<file path="src/include/saw_pkg.sv">
package saw_pkg;

   // ----------------------------------------------------------------
   // register map (byte offsets, byte-wide registers)
   // ----------------------------------------------------------------
   localparam logic [7:0] OFS_BAT_RUN_TIME  = 8'h01;
   localparam logic [7:0] OFS_SERIAL_PORT   = 8'h02;
   localparam logic [7:0] OFS_STILL_ALIVE   = 8'h05;

   // ----------------------------------------------------------------
   // values and reset values
   // ----------------------------------------------------------------
   localparam logic [7:0] WD_DISABLE        = 8'hFF;
   localparam logic [7:0] WD_SAFE_SHUTDOWN  = 8'h00;
   localparam logic [7:0] WD_RESET_VAL      = 8'hFF;
   localparam logic [7:0] SERIAL_OFF        = 8'h00;
   localparam logic [7:0] SERIAL_ON         = 8'h01;
   localparam logic [7:0] SERIAL_RESET_VAL  = 8'h00;
   localparam logic [7:0] BAT_RESET_VAL     = 8'h00;
   localparam logic [7:0] BAT_TIMER_OFF     = 8'hFF;
   localparam int         SERIAL_BAUD       = 115200;

   // ----------------------------------------------------------------
   // timing
   // ----------------------------------------------------------------
   localparam int         CLK_HZ            = 50000000;
   localparam int         WD_TICK_S         = 1;
   localparam int         TICK_CYCLES       = WD_TICK_S * CLK_HZ;
   localparam logic [15:0] BAT_STEP_S       = 16'h003C;

   // ----------------------------------------------------------------
   // carriers
   // ----------------------------------------------------------------
   typedef struct packed {
      logic [7:0] addr;
      logic       wr;
      logic       rd;
      logic [7:0] wdata;
   } saw_regreq_t;

   typedef struct packed {
      logic       wr;
      logic [7:0] addr;
      logic [7:0] data;
   } saw_nvmwr_t;

endpackage

</file>
<file path="src/rtl/saw_still_alive.sv">
`timescale 1ns/100ps
// Notes on behaviour
// RQ1: countdown reads live value, read changes nothing
// RQ2: write 01..FE enables, loads, counts per second
// RQ3: enabled count reaching zero resets host
// RQ4: writing zero starts safe shutdown and restart; the code only pulses safeShutdown and turns the countdown off, with no restart
// RQ5: host reloads countdown before it expires
// RQ6: watchdog runs on battery or cable
// RQ7: write FF disables; disabled after power-up
// RQ8: serial port off by default, 0x01 enables
// RQ9: serial setting change committed to non-volatile store
// RQ10: battery run time 60 s plus setting*60 s
// RQ11: push button after battery shutdown restarts system
module saw_still_alive #(
   parameter int TICK_CYCLES = saw_pkg::TICK_CYCLES
) (
   // clock and reset
   input  wire logic                 sys_clk,
   input  wire logic                 resetn,
   // register port
   input  wire saw_pkg::saw_regreq_t regReq,
   output logic [7:0]                regRdData,
   output logic                      regRdValid,
   // board pins
   input  wire logic                 onBattery,
   input  wire logic                 funcButtonN,
   // host control
   output logic                      hostHwReset,
   output logic                      safeShutdown,
   output logic                      batShutdown,
   output logic                      hostRestart,
   output logic                      serialEnable,
   // non-volatile store
   output saw_pkg::saw_nvmwr_t       nvmWrite
);

   // ----------------------------------------------------------------
   // reset release
   // ----------------------------------------------------------------
   logic [1:0] rstSync_reg;
   logic       rstN;

   always_ff @(posedge sys_clk or negedge resetn)
   begin
      if (!resetn)
         rstSync_reg <= 2'b00;
      else
         rstSync_reg <= {rstSync_reg[0], 1'b1};
   end
   assign rstN = rstSync_reg[1];

   // ----------------------------------------------------------------
   // pin synchronisers, change accepted once stages 2 and 3 agree
   // ----------------------------------------------------------------
   logic [2:0] batSync_reg;
   logic [2:0] btnSync_reg;
   logic       batLevel_reg;
   logic       btnLevel_reg;
   logic       btnPrev_reg;
   logic       btnPress;

   always_ff @(posedge sys_clk or negedge rstN)
   begin
      if (!rstN)
      begin
         batSync_reg  <= 3'b000;
         btnSync_reg  <= 3'b111;
         batLevel_reg <= 1'b0;
         btnLevel_reg <= 1'b1;
         btnPrev_reg  <= 1'b1;
      end
      else
      begin
         batSync_reg <= {batSync_reg[1:0], onBattery};
         btnSync_reg <= {btnSync_reg[1:0], funcButtonN};
         if (batSync_reg[1] == batSync_reg[2])
            batLevel_reg <= batSync_reg[2];
         if (btnSync_reg[1] == btnSync_reg[2])
            btnLevel_reg <= btnSync_reg[2];
         btnPrev_reg <= btnLevel_reg;
      end
   end
   assign btnPress = btnPrev_reg && !btnLevel_reg;

   // ----------------------------------------------------------------
   // one-second timebase
   // ----------------------------------------------------------------
   logic secTick;

   saw_tick_gen #(
      .CYCLES (TICK_CYCLES)
   ) u_tick (
      .sysClk (sys_clk),
      .rstN   (rstN),
      .tick   (secTick)
   );

   // ----------------------------------------------------------------
   // register decode
   // ----------------------------------------------------------------
   function automatic logic hit(input saw_pkg::saw_regreq_t r, input logic [7:0] ofs);
      hit = r.wr && (r.addr == ofs);
   endfunction

   logic wdWr;
   logic serWr;
   logic batWr;
   assign wdWr  = hit(regReq, saw_pkg::OFS_STILL_ALIVE);
   assign serWr = hit(regReq, saw_pkg::OFS_SERIAL_PORT);
   assign batWr = hit(regReq, saw_pkg::OFS_BAT_RUN_TIME);

   // ----------------------------------------------------------------
   // still-alive countdown
   // ----------------------------------------------------------------
   typedef enum logic [1:0] {
      WD_OFF = 2'b01,
      WD_RUN = 2'b10
   } saw_wd_state_t;

   saw_wd_state_t wdState_reg;
   logic [7:0]    wdCount_reg;

   // counts on either power source: nothing here looks at batLevel_reg
   always_ff @(posedge sys_clk or negedge rstN) // RQ6
   begin
      if (!rstN)
      begin
         wdState_reg <= WD_OFF;                  // RQ7
         wdCount_reg <= saw_pkg::WD_RESET_VAL;   // RQ7
         hostHwReset <= 1'b0;
         safeShutdown <= 1'b0;
      end
      else
      begin
         hostHwReset  <= 1'b0;
         safeShutdown <= 1'b0;
         if (wdWr)
         begin
            unique case (regReq.wdata)
               saw_pkg::WD_DISABLE:
               begin
                  wdState_reg <= WD_OFF;                 // RQ7
                  wdCount_reg <= saw_pkg::WD_DISABLE;
               end
               saw_pkg::WD_SAFE_SHUTDOWN:
               begin
                  safeShutdown <= 1'b1;                  // RQ4
                  wdState_reg  <= WD_OFF;
                  wdCount_reg  <= saw_pkg::WD_DISABLE;
               end
               default:
               begin
                  wdState_reg <= WD_RUN;                 // RQ2
                  wdCount_reg <= regReq.wdata;           // RQ5
               end
            endcase
         end
         else
         begin
            unique case (wdState_reg)
               WD_OFF: ;
               WD_RUN:
                  if (secTick)
                  begin
                     if (wdCount_reg == 8'h01)
                     begin
                        hostHwReset <= 1'b1;             // RQ3
                        wdState_reg <= WD_OFF;
                        wdCount_reg <= saw_pkg::WD_DISABLE;
                     end
                     else
                        wdCount_reg <= wdCount_reg - 8'h01; // RQ2
                  end
            endcase
         end
      end
   end

   // ----------------------------------------------------------------
   // serial port setting, committed on every change
   // ----------------------------------------------------------------
   logic [7:0] serial_reg;

   always_ff @(posedge sys_clk or negedge rstN)
   begin
      if (!rstN)
      begin
         serial_reg   <= saw_pkg::SERIAL_RESET_VAL;      // RQ8
         serialEnable <= 1'b0;
         nvmWrite     <= '0;
      end
      else
      begin
         nvmWrite.wr <= 1'b0;
         if (serWr && (regReq.wdata != serial_reg))
         begin
            serial_reg    <= regReq.wdata;
            nvmWrite.wr   <= 1'b1;                       // RQ9
            nvmWrite.addr <= saw_pkg::OFS_SERIAL_PORT;
            nvmWrite.data <= regReq.wdata;
         end
         serialEnable <= (serWr ? regReq.wdata : serial_reg) == saw_pkg::SERIAL_ON; // RQ8
      end
   end

   // ----------------------------------------------------------------
   // battery run time
   // ----------------------------------------------------------------
   typedef enum logic [2:0] {
      BT_CABLE = 3'b001,
      BT_COUNT = 3'b010,
      BT_SLEEP = 3'b100
   } saw_bat_state_t;

   function automatic logic [15:0] batLimit(input logic [7:0] set);
      batLimit = 16'(({8'h00, set} + 16'h0001) * saw_pkg::BAT_STEP_S);
   endfunction

   saw_bat_state_t batState_reg;
   logic [7:0]     batSet_reg;
   logic [15:0]    batSecs_reg;

   always_ff @(posedge sys_clk or negedge rstN)
   begin
      if (!rstN)
         batSet_reg <= saw_pkg::BAT_RESET_VAL;           // RQ10
      else if (batWr)
         batSet_reg <= regReq.wdata;
   end

   always_ff @(posedge sys_clk or negedge rstN)
   begin
      if (!rstN)
      begin
         batState_reg <= BT_CABLE;
         batSecs_reg  <= 16'h0000;
         batShutdown  <= 1'b0;
         hostRestart  <= 1'b0;
      end
      else
      begin
         batShutdown <= 1'b0;
         hostRestart <= 1'b0;
         unique case (batState_reg)
            BT_CABLE:
               if (batLevel_reg)
               begin
                  batState_reg <= BT_COUNT;
                  batSecs_reg  <= 16'h0000;
               end
            BT_COUNT:
               if (!batLevel_reg)
                  batState_reg <= BT_CABLE;
               else if (secTick && batSet_reg != saw_pkg::BAT_TIMER_OFF)
               begin
                  if (batSecs_reg + 16'h0001 >= batLimit(batSet_reg))
                  begin
                     batShutdown  <= 1'b1;               // RQ10
                     batState_reg <= BT_SLEEP;
                  end
                  else
                     batSecs_reg <= batSecs_reg + 16'h0001;
               end
            BT_SLEEP:
               if (btnPress || !batLevel_reg)
               begin
                  hostRestart  <= 1'b1;                  // RQ11
                  batSecs_reg  <= 16'h0000;
                  batState_reg <= batLevel_reg ? BT_COUNT : BT_CABLE;
               end
         endcase
      end
   end

   // ----------------------------------------------------------------
   // register read
   // ----------------------------------------------------------------
   always_ff @(posedge sys_clk or negedge rstN)
   begin
      if (!rstN)
      begin
         regRdData  <= 8'h00;
         regRdValid <= 1'b0;
      end
      else
      begin
         regRdValid <= regReq.rd;
         if (regReq.rd)
         begin
            unique case (regReq.addr)
               saw_pkg::OFS_STILL_ALIVE:  regRdData <= wdCount_reg; // RQ1
               saw_pkg::OFS_SERIAL_PORT:  regRdData <= serial_reg;
               saw_pkg::OFS_BAT_RUN_TIME: regRdData <= batSet_reg;
               default:                   regRdData <= 8'h00;
            endcase
         end
      end
   end
endmodule // saw_still_alive

</file>
<file path="src/rtl/saw_tick_gen.sv">
`timescale 1ns/100ps
module saw_tick_gen #(
   parameter int CYCLES = 50000000
) (
   // clock and reset
   input  wire logic sysClk,
   input  wire logic rstN,
   // one-cycle pulse every CYCLES clocks
   output logic      tick
);

   logic [31:0] divCnt_reg;

   always_ff @(posedge sysClk or negedge rstN)
   begin
      if (!rstN)
      begin
         divCnt_reg <= 32'h0000_0000;
         tick       <= 1'b0;
      end
      else if (divCnt_reg == 32'(CYCLES - 1))
      begin
         divCnt_reg <= 32'h0000_0000;
         tick       <= 1'b1;
      end
      else
      begin
         divCnt_reg <= divCnt_reg + 32'h0000_0001;
         tick       <= 1'b0;
      end
   end

endmodule // saw_tick_gen

</file>
<file path="config.mk">
export PLATFORM = sky130hd
export DESIGN_NAME = saw_still_alive
export DESIGN_NICKNAME = d
export VERILOG_FILES = /design/src/include/saw_pkg.sv /design/src/rtl/saw_still_alive.sv /design/src/rtl/saw_tick_gen.sv
export SDC_FILE = /design/constraint.sdc
export NUM_CORES = 1
export LEC_CHECK = 0
export BUFFER_PORTS_ARGS = -buffer_cell sky130_fd_sc_hd__buf_2
export CORE_AREA = 2 2 117 119
export CTS_CLUSTER_DIAMETER = 60
export DETAILED_ROUTE_END_ITERATION = 8
export DIE_AREA = 0 0 119 121
export PLACE_DENSITY_LB_ADDON = 0.12
export SYNTH_ARGS = -nofsm -noshare
export SYNTH_HDL_FRONTEND = slang
export SYNTH_SLANG_ARGS = --single-unit
</file>
<file path="constraint.sdc">
create_clock -name sys_clk -period 3.75 [get_ports sys_clk]
set_input_delay 0.375 -clock sys_clk [delete_from_list [all_inputs] [get_ports sys_clk]]
set_output_delay 0.375 -clock sys_clk [all_outputs]
set_load 0.02 [all_outputs]
</file>
* After elaboration in Yosys (flattened, before gate mapping)
Index checks and enable logic that the tools add are counted.
Cells by class: equal/unequal tests 22, $mul 1, reductions and logical operators 18, $add $sub $neg 4, bitwise operators 0, magnitude comparators 1, mux-type cells 40, shift-type cells 0, div/mod/pow operators 0
Operators with widths (count):
- $mux 16 | 5
- $mux 8 | 6
- $pmux 16 s3 | 1
- $add 32x1->32 const B | 1
- $eq 32x26->1 const B | 1
- $mux 32 | 1
- $eq 8x1->1 const B | 3
- $pmux 8 s3 | 1
- $mux 17 | 1
- $add 16x1->16 const B | 1
- $ge 16x15->1 | 1
- $mux 3 | 5
- $mul 9x4->13 const B | 1
- $mux 1 | 13
- $mux 2 | 6
- $ne 2x2->1 const B | 5
- $add 8x1->9 const B | 1
- $pmux 3 s3 | 1
- $eq 8x2->1 const B | 1
- $eq 8x3->1 const B | 1
- $eq 8x8->1 const B | 1
- $logic_not 8->1 | 1
- $ne 8x8->1 | 1
- $ne 8x8->1 const B | 1
- 16 further kinds | 26
Storage, ports and cells: memories kept 0, input port bits 22, register bits after elaboration 105, ROM bits 0, bits in writable memories 0, bits in latches 0, output and inout bits 31

* Logic depth before layout (Yosys ltp)
Gate-level depths: netlist of the first run.
depth in word-level cells 7, gate-level depth with buffers 23, depth with buffers taken out 22

* Cells and area by module
A second synthesis of the first run with hierarchy kept.
Unflattened totals: cells, all modules 652, area, all modules 6508.7 um^2
By module, submodules not included:
- saw_still_alive | area an instance 4898.4 um^2, cells each 498, instances 1
- saw_tick_gen | area an instance 1610.3 um^2, cells each 154, instances 1

* Worst setup path after synthesis of the first run
OpenSTA, ideal clock, no wires.
path kind reg2reg, start point register batSet_reg[2], end point register batSecs_reg[11], path slack -1.286 ns, stages on the path, launching flop included 24, data required time 3.629 ns, data arrival time 4.915 ns, library setup time 0.121 ns, cell sequence dfrtp_1 -> and3_1 -> and3_1 -> and3_1 -> xnor2_1 -> inv_1 -> ha_1 -> inv_1 -> fa_1 -> inv_1 -> ha_1 -> nor3_1 -> o21ai_0 -> a31o_2 -> a21oi_1 -> xor2_1 -> ha_1 -> a21o_1 -> a21oi_1 -> nor3b_1 -> nor2_1 -> o32a_1 -> clkbuf_1 -> a22o_1
Between the ends: word-level cells in the longest chain between the ends 5, elaborated cells between the ends (all ways) 8, those cells by class add/sub: 1; mul: 1; order compare: 1; eq/ne: 3; reduce/logical: 2
Ends and longest elaborated chain:
- start: declaration | line saw_still_alive.sv:220 | logic [7:0] batSet_reg;
- start signal: assignment | line saw_still_alive.sv:226 | batSet_reg <= saw_pkg::BAT_RESET_VAL;
- start signal: assignment | line saw_still_alive.sv:228 | batSet_reg <= regReq.wdata;
- $add 8x1->9 | line saw_still_alive.sv:216 | batLimit = 16'(({8'h00, set} + 16'h0001) * saw_pkg::BAT_STEP_S);
- $mul 9x4->13 | line saw_still_alive.sv:216
- $ge 16x15->1 | line saw_still_alive.sv:256 | if (batSecs_reg + 16'h0001 >= batLimit(batSet_reg))
- $ne 2x2->1 (no line)
- $reduce_and 5->1 (no line) (*)
- end signal: assignment | line saw_still_alive.sv:262 | batSecs_reg <= batSecs_reg + 16'h0001;
- end: declaration | line saw_still_alive.sv:221 | logic [15:0] batSecs_reg;
Every way passes the cells marked *; elsewhere a longest branch is shown, timed or not. A chain may end at the register's enable or synchronous reset.

* Worst setup path in the final report of the first run
start point register batSet_reg[1], end point register batSecs_reg[0]
The elaborated chain is that of the path after synthesis.

==> results of run 1 <==
==> worst reg2reg max path: cells and delay by family (launching register included) <==
kind,cells,cell delay [ns]
multiplexers,1,0.27
AO/OA/AOI/OAI,8,1.46
buffers and inverters,3,0.28
AND/OR/NAND/NOR,2,0.29
adder cells (fa/ha/maj),4,1.34
flip-flops,1,0.46
XOR/XNOR,3,0.48
==> synth_stat cells, types with 4 or more instances <==
cell type  number  area, um2
and4_1          4       35.0
a22o_1         10       87.6
xor2_1         45        394
nand4_1        17        106
dfrtp_1        90       2250
or3_1           6       37.5
o21ai_0        23        115
ha_1           36        450
mux2_2         10        113
nor3b_1         4       30.0
dfstp_2        15        394
nand3_1        28        140
fa_1            7        140
xnor2_1        30        263
inv_1          42        158
nand2b_1        6       37.5
nand2_1        36        135
nor4_1         14       87.6
a222oi_1        4       40.0
clkbuf_1       12       45.0
buf_4           7       52.6
maj3_1          6       60.1
nor2_1         60        225
a22o_2          4       40.0
mux2_4          8        120
or4_1           5       37.5
o22ai_1        10       62.6
a21oi_1        21        105
and3_1         10       62.6
nor3_1         12       60.1
nor2b_1         8       50.1
a31oi_1         4       25.0
==> cell usage in the layout (no fill, tap or decap), types with 5 or more instances in the layout <==
| cell type | n |
|---|---|
| nor2b_1 | 8 |
| a21oi_1 | 16 |
| a22o_1 | 10 |
| clkbuf_16 | 9 |
| ha_4 | 5 |
| dfstp_2 | 15 |
| nor3_1 | 10 |
| and3_1 | 7 |
| mux2_4 | 8 |
| nand3_1 | 26 |
| ha_1 | 31 |
| maj3_1 | 6 |
| nand2_1 | 36 |
| nand2b_1 | 6 |
| mux2_2 | 10 |
| o21ai_1 | 8 |
| conb_1 | 8 |
| nor2_1 | 59 |
| a21oi_2 | 5 |
| nand4_1 | 17 |
| or3_1 | 6 |
| xnor2_1 | 25 |
| buf_2 | 45 |
| buf_4 | 66 |
| dfrtp_1 | 85 |
| o21ai_0 | 15 |
| o22ai_1 | 10 |
| nor4_1 | 10 |
| inv_1 | 37 |
| or4_1 | 5 |
| xor2_1 | 40 |
| fa_1 | 6 |
==> layout make-up <==
cell class,count,area [um2]
inverters,42,160
fillers,1086,5140
multi-input cells,485,3850
clock inverters,4,46.3
well taps,176,220
clock buffers,12,256
flip-flops and latches,105,2660
repair buffers,114,753
==> logic make-up (layout without fill, tap and decap cells) <==
group           Yosys count  after routing  share of synthesized area [%]
compound gates          106            107                           11.3
simple gates            228            228                           19.0
fa+ha+maj                49             49                           10.1
buf+inv                  67            172                           4.47
other cells               2              8                          0.117
xor+xnor                 75             75                           10.2
flops                   105            105                           41.1
mux                      18             18                           3.62
==> report_power, final <==
group,internal (mW),switching [mW]
Combinational,0.215,0.257
Clock,0.503,0.451
Sequential,1.17,0.0535
Total,1.89,0.761
==> worst max-delay path by stage <==
| stage | from | endpoint | depth (start not counted) |
|---|---|---|---|
| floorplan | batSet_reg[1] | batSecs_reg[11] | 22 |
| global placement | batSet_reg[0] | batSecs_reg[0] | 22 |
| detailed placement | batSet_reg[0] | batSecs_reg[0] | 22 |
| CTS | batSet_reg[0] | batSecs_reg[0] | 22 |
| global route | batSet_reg[1] | batSecs_reg[0] | 20 |
| finish | batSet_reg[1] | batSecs_reg[0] | 21 |
==> through the flow <==
step	util (%)	cells	setup WS (ns)
2_1_floorplan	-	656	-0.782
3_3_place_gp	56.8	912	-1.07
3_5_place_dp	56.8	912	-1.22
4_1_cts	60.2	934	-0.955
5_1_grt	60.7	938	-1.12
6_report	60.7	938	-0.939
==> what timing repair did <==
action / 4_1_cts / 5_1_grt
hold buffers: 1 / 0
pin swaps: 11 / 10
gates cloned: 1 / 0
setup endpoints to repair: 19 / 19
buffers inserted: 4 / 4
hold endpoints to repair: 2 / 0
gates resized for setup: 23 / 6
==> metal layers <==
layer  up-vias  GRT usage (%)
met5         -              0
li1       2516              -
met3        15           3.95
met1      2562           29.6
met2       101           35.9
met4         0           5.58
==> results.ini, run 1 <==
[timing]
slew_viol_final=0
setup_ws_ns=-0.939
setup_viol=19
period_share_pct=125
rsz0062_at_grt=true
fin_hold_ws_ns=0.115
slew_headroom_pct=21.6
skew_ns=0.00726
min_period_ns=4.69
worst_slew_pin_slew_ns=1.16
hold_violations=0
fmax_ghz=0.213
fin_tns_setup_ns=-16.09

[floorplanning]
start_util_pct=49.1
io_pins=53
dieArea_um2=14400
fp.dieH_um=121
fp-row-count=42
die_x_um=119
core-area_um2=13100

[global_route]
track_usage_pct=21.7
grt_pass1_vias=5170
grt_max_degree=82
grt.overflow.total=0
grt_pass1_wl_um=25200
antenna_found_initial=0

[worst_setup_path]
cp_slowest_cell=fa_1
r2r-start=batSet_reg[1]
startpoint_type=register
crit_path_frequent_cell=a21oi_2
reg2reg_to=batSecs_reg[0]
crit_path_max_fanout=6
end_kind=register
slowest_delay_ns=0.51
r2r_slack_ns=-0.94
path_buf_inv=3
arrival_ns=4.93
r2r_cells=21
path_cells=buf_4 -> ha_4 -> xor2_4 -> xnor2_2 -> inv_1 -> fa_1 -> inv_1 -> ha_1 -> a21oi_2 -> o21a_1 -> o21ai_1 -> a31o_2 -> a21oi_2 -> xor2_1 -> ha_1 -> a21o_1 -> a21oi_2 -> nor3b_2 -> nor2_2 -> o32a_4 -> mux2_2
critPathRequiredTime_ns=3.99
path_class=register to register
crit_family=compound AO/OA/AOI/OAI gates

[clock_tree]
cts_root_buf=clkbuf_16
htree_levels=3
tritoncts=built
cts.clk_slew.worst_paths_ns=0.07
numCtsBuffers=9
clock_sinks=105
clkLatencyLatePin_ns=0.35
cts_buffer_depth=2

[layout]
finalInstanceArea_um2=7950
nets=822
diodes=0
layout-area-overhead-vs-synth_pct=23.6
drive_gt1_share_pct=29.3
largest_register_ffs=32

[yosys]
netlist_instances=650
synth.avg_cell_area_um2=9.89
yosys_most_used_dff=dfrtp_1
syn_area_um2=6430
synth-seq-area-share_pct=41.1
yosys_warnings=0
synth.distinct_cells=67
synth_edf_count=0
async_flop_share_pct=100
yosys_register_bits=105

[drt]
met3_wirelength_um=596
top_layer_used=met4
wl_um=14900
firstDrtPassIters=5
met1_length_um=6720
wl_per_cell_um=15.9
vias=5194
met2_length_um=7410
drt-vias-per-instance=5.54
final_antenna_net_count=0
drc=0
drtIter0Drc=377

[placement]
place_area_um2=7440
dpl.hpwl_um=10700
io_buffers=45
gp_congestion=0.893

[pwr]
p_leak_nw=3.67
ir_worst_vdd_mv=0.317
finalPower_mw=2.65
cellPowerDensity_nw_per_um2=334

[hold_path]
hold_end=btnSync_reg[0]
hp-start=funcButtonN
holdPathStages=1
hold_path.class=primary input to register

[run_status]
violations=negative setup slack
status=complete, but fails checks

[flow_run]
drv_cap=0

(Power assumes the default switching activity.)
==> run 2, diff against run 1 <==
- clock period: 3.75 -> 5.64 ns (I/O delays scaled with it)
==> results.ini, run 2 (same netlist as run 1, synthesis figures left out) <==
[run_status]
status=finished clean

[floorplanning]
dieArea_um2=14400  ; unchanged
die_x_um=119  ; unchanged
fp-row-count=42  ; unchanged
io_pins=53  ; unchanged
fp.dieH_um=121  ; unchanged
core-area_um2=13100  ; unchanged
start_util_pct=49.1  ; unchanged

[clock_tree]
cts_buffer_depth=2  ; unchanged
clkLatencyLatePin_ns=0.35  ; about the same
cts.clk_slew.worst_paths_ns=0.07  ; about the same
tritoncts=built
htree_levels=3  ; unchanged
cts_root_buf=clkbuf_16
numCtsBuffers=9  ; unchanged
clock_sinks=105  ; unchanged

[worst_setup_path]
critPathRequiredTime_ns=5.88  ; +1.89 ns
end_kind=register
path_class=register to register
startpoint_type=register
crit_path_max_fanout=8  ; +2
arrival_ns=5.48  ; +0.55 ns

[global_route]
grt_max_degree=74  ; -9.8%
grt_pass1_wl_um=22700  ; -9.9%
grt_pass1_vias=4727  ; -8.6%
track_usage_pct=19.7  ; -2.0 points
grt.overflow.total=0  ; unchanged
antenna_found_initial=0  ; unchanged

[layout]
mostFrequentLayoutCells=88 x dfrtp_1, 59 x nor2_1, 45 x buf_2
diodes=0  ; unchanged
seq_area_um2=2650  ; -0.14%
nets=767  ; -6.7%
finalInstanceArea_um2=7230  ; -9.0%
largest_register_ffs=32  ; unchanged
drive_gt1_share_pct=18.5  ; -11 points
multi_input_area_um2=3570  ; -7.4%
mostFrequentLayoutCell=dfrtp_1
layout-area-overhead-vs-synth_pct=12.4
fillers=1155  ; +6.4%

[drt]
wl_per_cell_um=15.5  ; -2.4%
vias=4945  ; -4.8%
drt-vias-per-instance=5.60  ; +1.1%
drc=0  ; unchanged
drtIter0Drc=362  ; -4.0%
wl_um=13700  ; -8.1%
firstDrtPassIters=7  ; +2
final_antenna_net_count=0  ; unchanged

[timing]
hold_violations=0  ; unchanged
slew_headroom_pct=26.2  ; +4.6 points
fmax_ghz=0.191  ; -11%
skew_ns=0.00719  ; -0.0000678 ns
rsz0062_at_grt=false
period_share_pct=93.0  ; -32 points
min_period_ns=5.24  ; +0.556 ns
slew_viol_final=0  ; unchanged
fin_tns_setup_ns=0  ; +16.09 ns
setup_viol=0  ; -19
worst_slew_pin_slew_ns=1.10  ; -0.0601 ns
setup_ws_ns=0.395  ; +1.33 ns

[placement]
dpl.hpwl_um=9920  ; -7.5%
place_area_um2=6860  ; -7.8%
place_ws_ns=0.119  ; +1.34 ns
gp_congestion=0.899  ; +0.63%
io_buffers=45  ; unchanged

[hold_path]
hold_path.class=register to asynchronous set/reset pin

[flow_run]
drv_cap=0  ; unchanged

[pwr]
p_leak_nw=3.36  ; -8.4%
ir_worst_vdd_mv=0.202  ; -36%
cellPowerDensity_nw_per_um2=233  ; -30%

[run 2: path summary, 6_finish.rpt]
kind	from	end	slack, ns	depth (start not counted)
setup / recovery	batSet_reg[1]	batSecs_reg[13]	0.40	21
hold / removal	rstSync_reg[1]	batSync_reg[0]	0.26	0
setup reg to reg	batSet_reg[1]	batSecs_reg[13]	0.40	21
hold reg to reg	rstSync_reg[1]	batSync_reg[0]	0.26	0
max in group asynchronous	rstSync_reg[1]	batSet_reg[2]	4.09	1
min in group sys_clk	funcButtonN	btnSync_reg[0]	0.31	1
[run 2: report_power, final]
| part | switching, mW | internal (mW) |
|---|---|---|
| combinational | 0.150 | 0.104 |
| clock | 0.288 | 0.329 |
| sequential | 0.0314 | 0.779 |
| total | 0.470 | 1.21 |
[run 2: critical path, stage by stage (launching register included)]
cell,delay (ns)
dfrtp_1,0.46
ha_2,0.27
nand3_1,0.13
xor2_2,0.35
xnor2_1,0.23
xnor2_1,0.13
fa_1,0.51
inv_1,0.04
ha_1,0.32
o21ai_0,0.22
o21ai_0,0.15
a31o_2,0.25
a21oi_1,0.17
xor2_1,0.19
ha_1,0.27
a21o_1,0.18
a21oi_1,0.17
nor3b_2,0.21
nor2_2,0.11
o32a_1,0.41
buf_4,0.18
a22o_1,0.18
[run 2: repair_timing]
item                                    in CTS  in global routing
hold buffers                                 1                  0
gates resized for setup                      0                  9
endpoints found under the hold margin        2                  0
setup buffers                                0                  3
endpoints found under the setup margin       0                 15
[run 2: area by class of cell]
cell class                      instances  share of cell area, %
Tap cell                              176                   3.05
Sequential cell                       105                   36.7
Clock inverter                          4                  0.467
Inverter                               42                   2.18
Timing Repair Buffer                   60                   4.71
Multi-Input combinational cell        484                   49.4
Clock buffer                           12                   3.55
[run 2: metrics by stage]
step	power, mW	utilization (%)	hold WS [ns]	cells
6_report	1.68	55.3	0.261	883
5_1_grt	1.77	55.3	0.288	883
4_1_cts	1.69	54.7	0.282	880
3_5_place_dp	1.07	52.4	0.276	863
3_3_place_gp	1.06	52.4	0.265	863
2_1_floorplan	1.00	-	0.268	656
[run 2: per-layer routing]
metal	part of all wire, %	track usage [%]	vias up	wire [um]
li1	-	-	2406	-
met1	46	26.7	2402	6320
met2	47	30.4	109	6410
met3	4.8	4.84	28	655
met4	2.3	8.11	0	316
met5	0	0	-	0
==> run 3, diff against run 2 <==
- MAX_ROUTING_LAYER: not set -> met4
==> results.ini, run 3 (same netlist as run 1, synthesis figures left out) <==
[worst_setup_path]
slowest_delay_ns=0.49  ; -0.02 ns
path_class=register to register
crit_family=compound AO/OA/AOI/OAI gates
cp_slowest_cell=fa_1
crit_path_max_fanout=8  ; unchanged
path_cells=and3_1 -> and3_1 -> and3_1 -> xnor2_1 -> inv_1 -> ha_1 -> inv_1 -> fa_1 -> inv_1 -> ha_1 -> nor3_1 -> o21ai_0 -> a31o_2 -> a21oi_1 -> xor2_1 -> ha_1 -> a21o_1 -> a21oi_1 -> nor3b_2 -> nor2_2 -> o32a_1 -> buf_4 -> a22o_1
startpoint=batSet_reg[2]
r2r-start=batSet_reg[2]
end_kind=register
startpoint_type=register
path_buf_inv=4  ; +2
arrival_ns=5.48  ; about the same
critPathRequiredTime_ns=5.87  ; about the same
r2r_slack_ns=0.39  ; about the same

[clock_tree]
clock_sinks=105  ; unchanged
cts.clk_slew.worst_paths_ns=0.07  ; about the same
clkLatencyLatePin_ns=0.35  ; about the same
cts_root_buf=clkbuf_16
numCtsBuffers=9  ; unchanged
htree_levels=3  ; unchanged
tritoncts=built
cts_buffer_depth=2  ; unchanged

[timing]
fin_tns_setup_ns=0  ; unchanged
slew_viol_final=0  ; unchanged
period_share_pct=93.1  ; about the same
setup_ws_ns=0.392  ; -0.00340 ns
rsz0062_at_grt=false
min_period_ns=5.25  ; +0.00340 ns
worst_slew_pin_slew_ns=1.10  ; -0.00327 ns
setup_viol=0  ; unchanged
slew_headroom_pct=26.4  ; +0.22 points
fmax_ghz=0.191  ; about the same
hold_violations=0  ; unchanged
skew_ns=0.00750  ; +0.000307 ns

[drt]
firstDrtPassIters=6  ; -1
final_antenna_net_count=0  ; unchanged
drc=0  ; unchanged
drtIter0Drc=341  ; -5.8%
vias=4947  ; +0.040%
wl_per_cell_um=15.5  ; +0.18%
drt-vias-per-instance=5.60  ; about the same
wl_um=13700  ; +0.18%

[layout]
largest_register_ffs=32  ; unchanged
nets=767  ; unchanged
mostFrequentLayoutCells=88 x dfrtp_1, 59 x nor2_1, 45 x buf_2
finalInstanceArea_um2=7230  ; unchanged
drive_gt1_share_pct=18.5  ; unchanged
stdcell_count=883  ; unchanged
mostFrequentLayoutCell=dfrtp_1
fillers=1155  ; unchanged
layout-area-overhead-vs-synth_pct=12.4  ; unchanged
diodes=0  ; unchanged

[global_route]
grt_max_degree=74  ; unchanged
grt_pass1_wl_um=22700  ; -0.12%
grt_pass1_vias=4737  ; +0.21%
track_usage_pct=20.3  ; +0.56 points
antenna_found_initial=0  ; unchanged
grt.overflow.total=0  ; unchanged

[pwr]
finalPower_mw=1.68  ; about the same
cellPowerDensity_nw_per_um2=233  ; about the same
p_leak_nw=3.36  ; unchanged
ir_worst_vdd_mv=0.202  ; about the same

[floorplanning]
fp-row-count=42  ; unchanged
die_x_um=119  ; unchanged
fp.dieH_um=121  ; unchanged
io_pins=53  ; unchanged
dieArea_um2=14400  ; unchanged
core-area_um2=13100  ; unchanged
start_util_pct=49.1  ; unchanged

[placement]
dpl.hpwl_um=9920  ; unchanged
place_ws_ns=0.119  ; unchanged
io_buffers=45  ; unchanged
placed_cells=863  ; unchanged
gp_congestion=0.914  ; +1.7%
place_area_um2=6860  ; unchanged

[flow_run]
drv_cap=0  ; unchanged

[run_status]
status=finished clean

[hold_path]
hold_path.class=register to asynchronous set/reset pin

-- run 3: final cells by class --
type,instances,area [um2],share of cell area (%)
Clock buffer,12,256,3.55
Clock inverter,4,33.8,0.467
Inverter,42,158,2.18
Multi-Input combinational cell,484,3570,49.4
Sequential cell,105,2650,36.7
Tap cell,176,220,3.05
Timing Repair Buffer,60,340,4.71
-- run 3: path summary, 6_finish.rpt --
check	end	cells after the start
worst min-delay path	batSync_reg[0]	0
worst max-delay path	batSecs_reg[13]	23
worst min register to register	batSync_reg[0]	0
min in group sys_clk	btnSync_reg[0]	1
worst max register to register	batSecs_reg[13]	23
max in group asynchronous	batSet_reg[2]	1
-- run 3: metrics by stage --
stage                     hold WS (ns)  util [%]
after floorplan                  0.268         -
after global placement           0.265      52.4
after detailed placement         0.276      52.4
after CTS                        0.282      54.7
after global routing             0.288      55.3
final                            0.268      55.3
-- run 3: repair_timing --
item,CTS,global route
hold buffers,1,0
gates resized for setup,0,9
endpoints found under the hold margin,2,0
buffers inserted,0,3
setup endpoints to repair,0,15
-- run 3: per-layer routing --
metal / up-vias / wire, um / GRT usage (%)
li1: 2400 / - / -
met1: 2402 / 6290 / 26.8
met2: 112 / 6390 / 30.2
met3: 33 / 711 / 4.89
met4: 0 / 330 / 8.18
met5: - / 0 / -
-- run 3: power breakdown --
part	internal (mW)	switching, mW
clock	0.329	0.287
combinational	0.104	0.151
sequential	0.779	0.0315
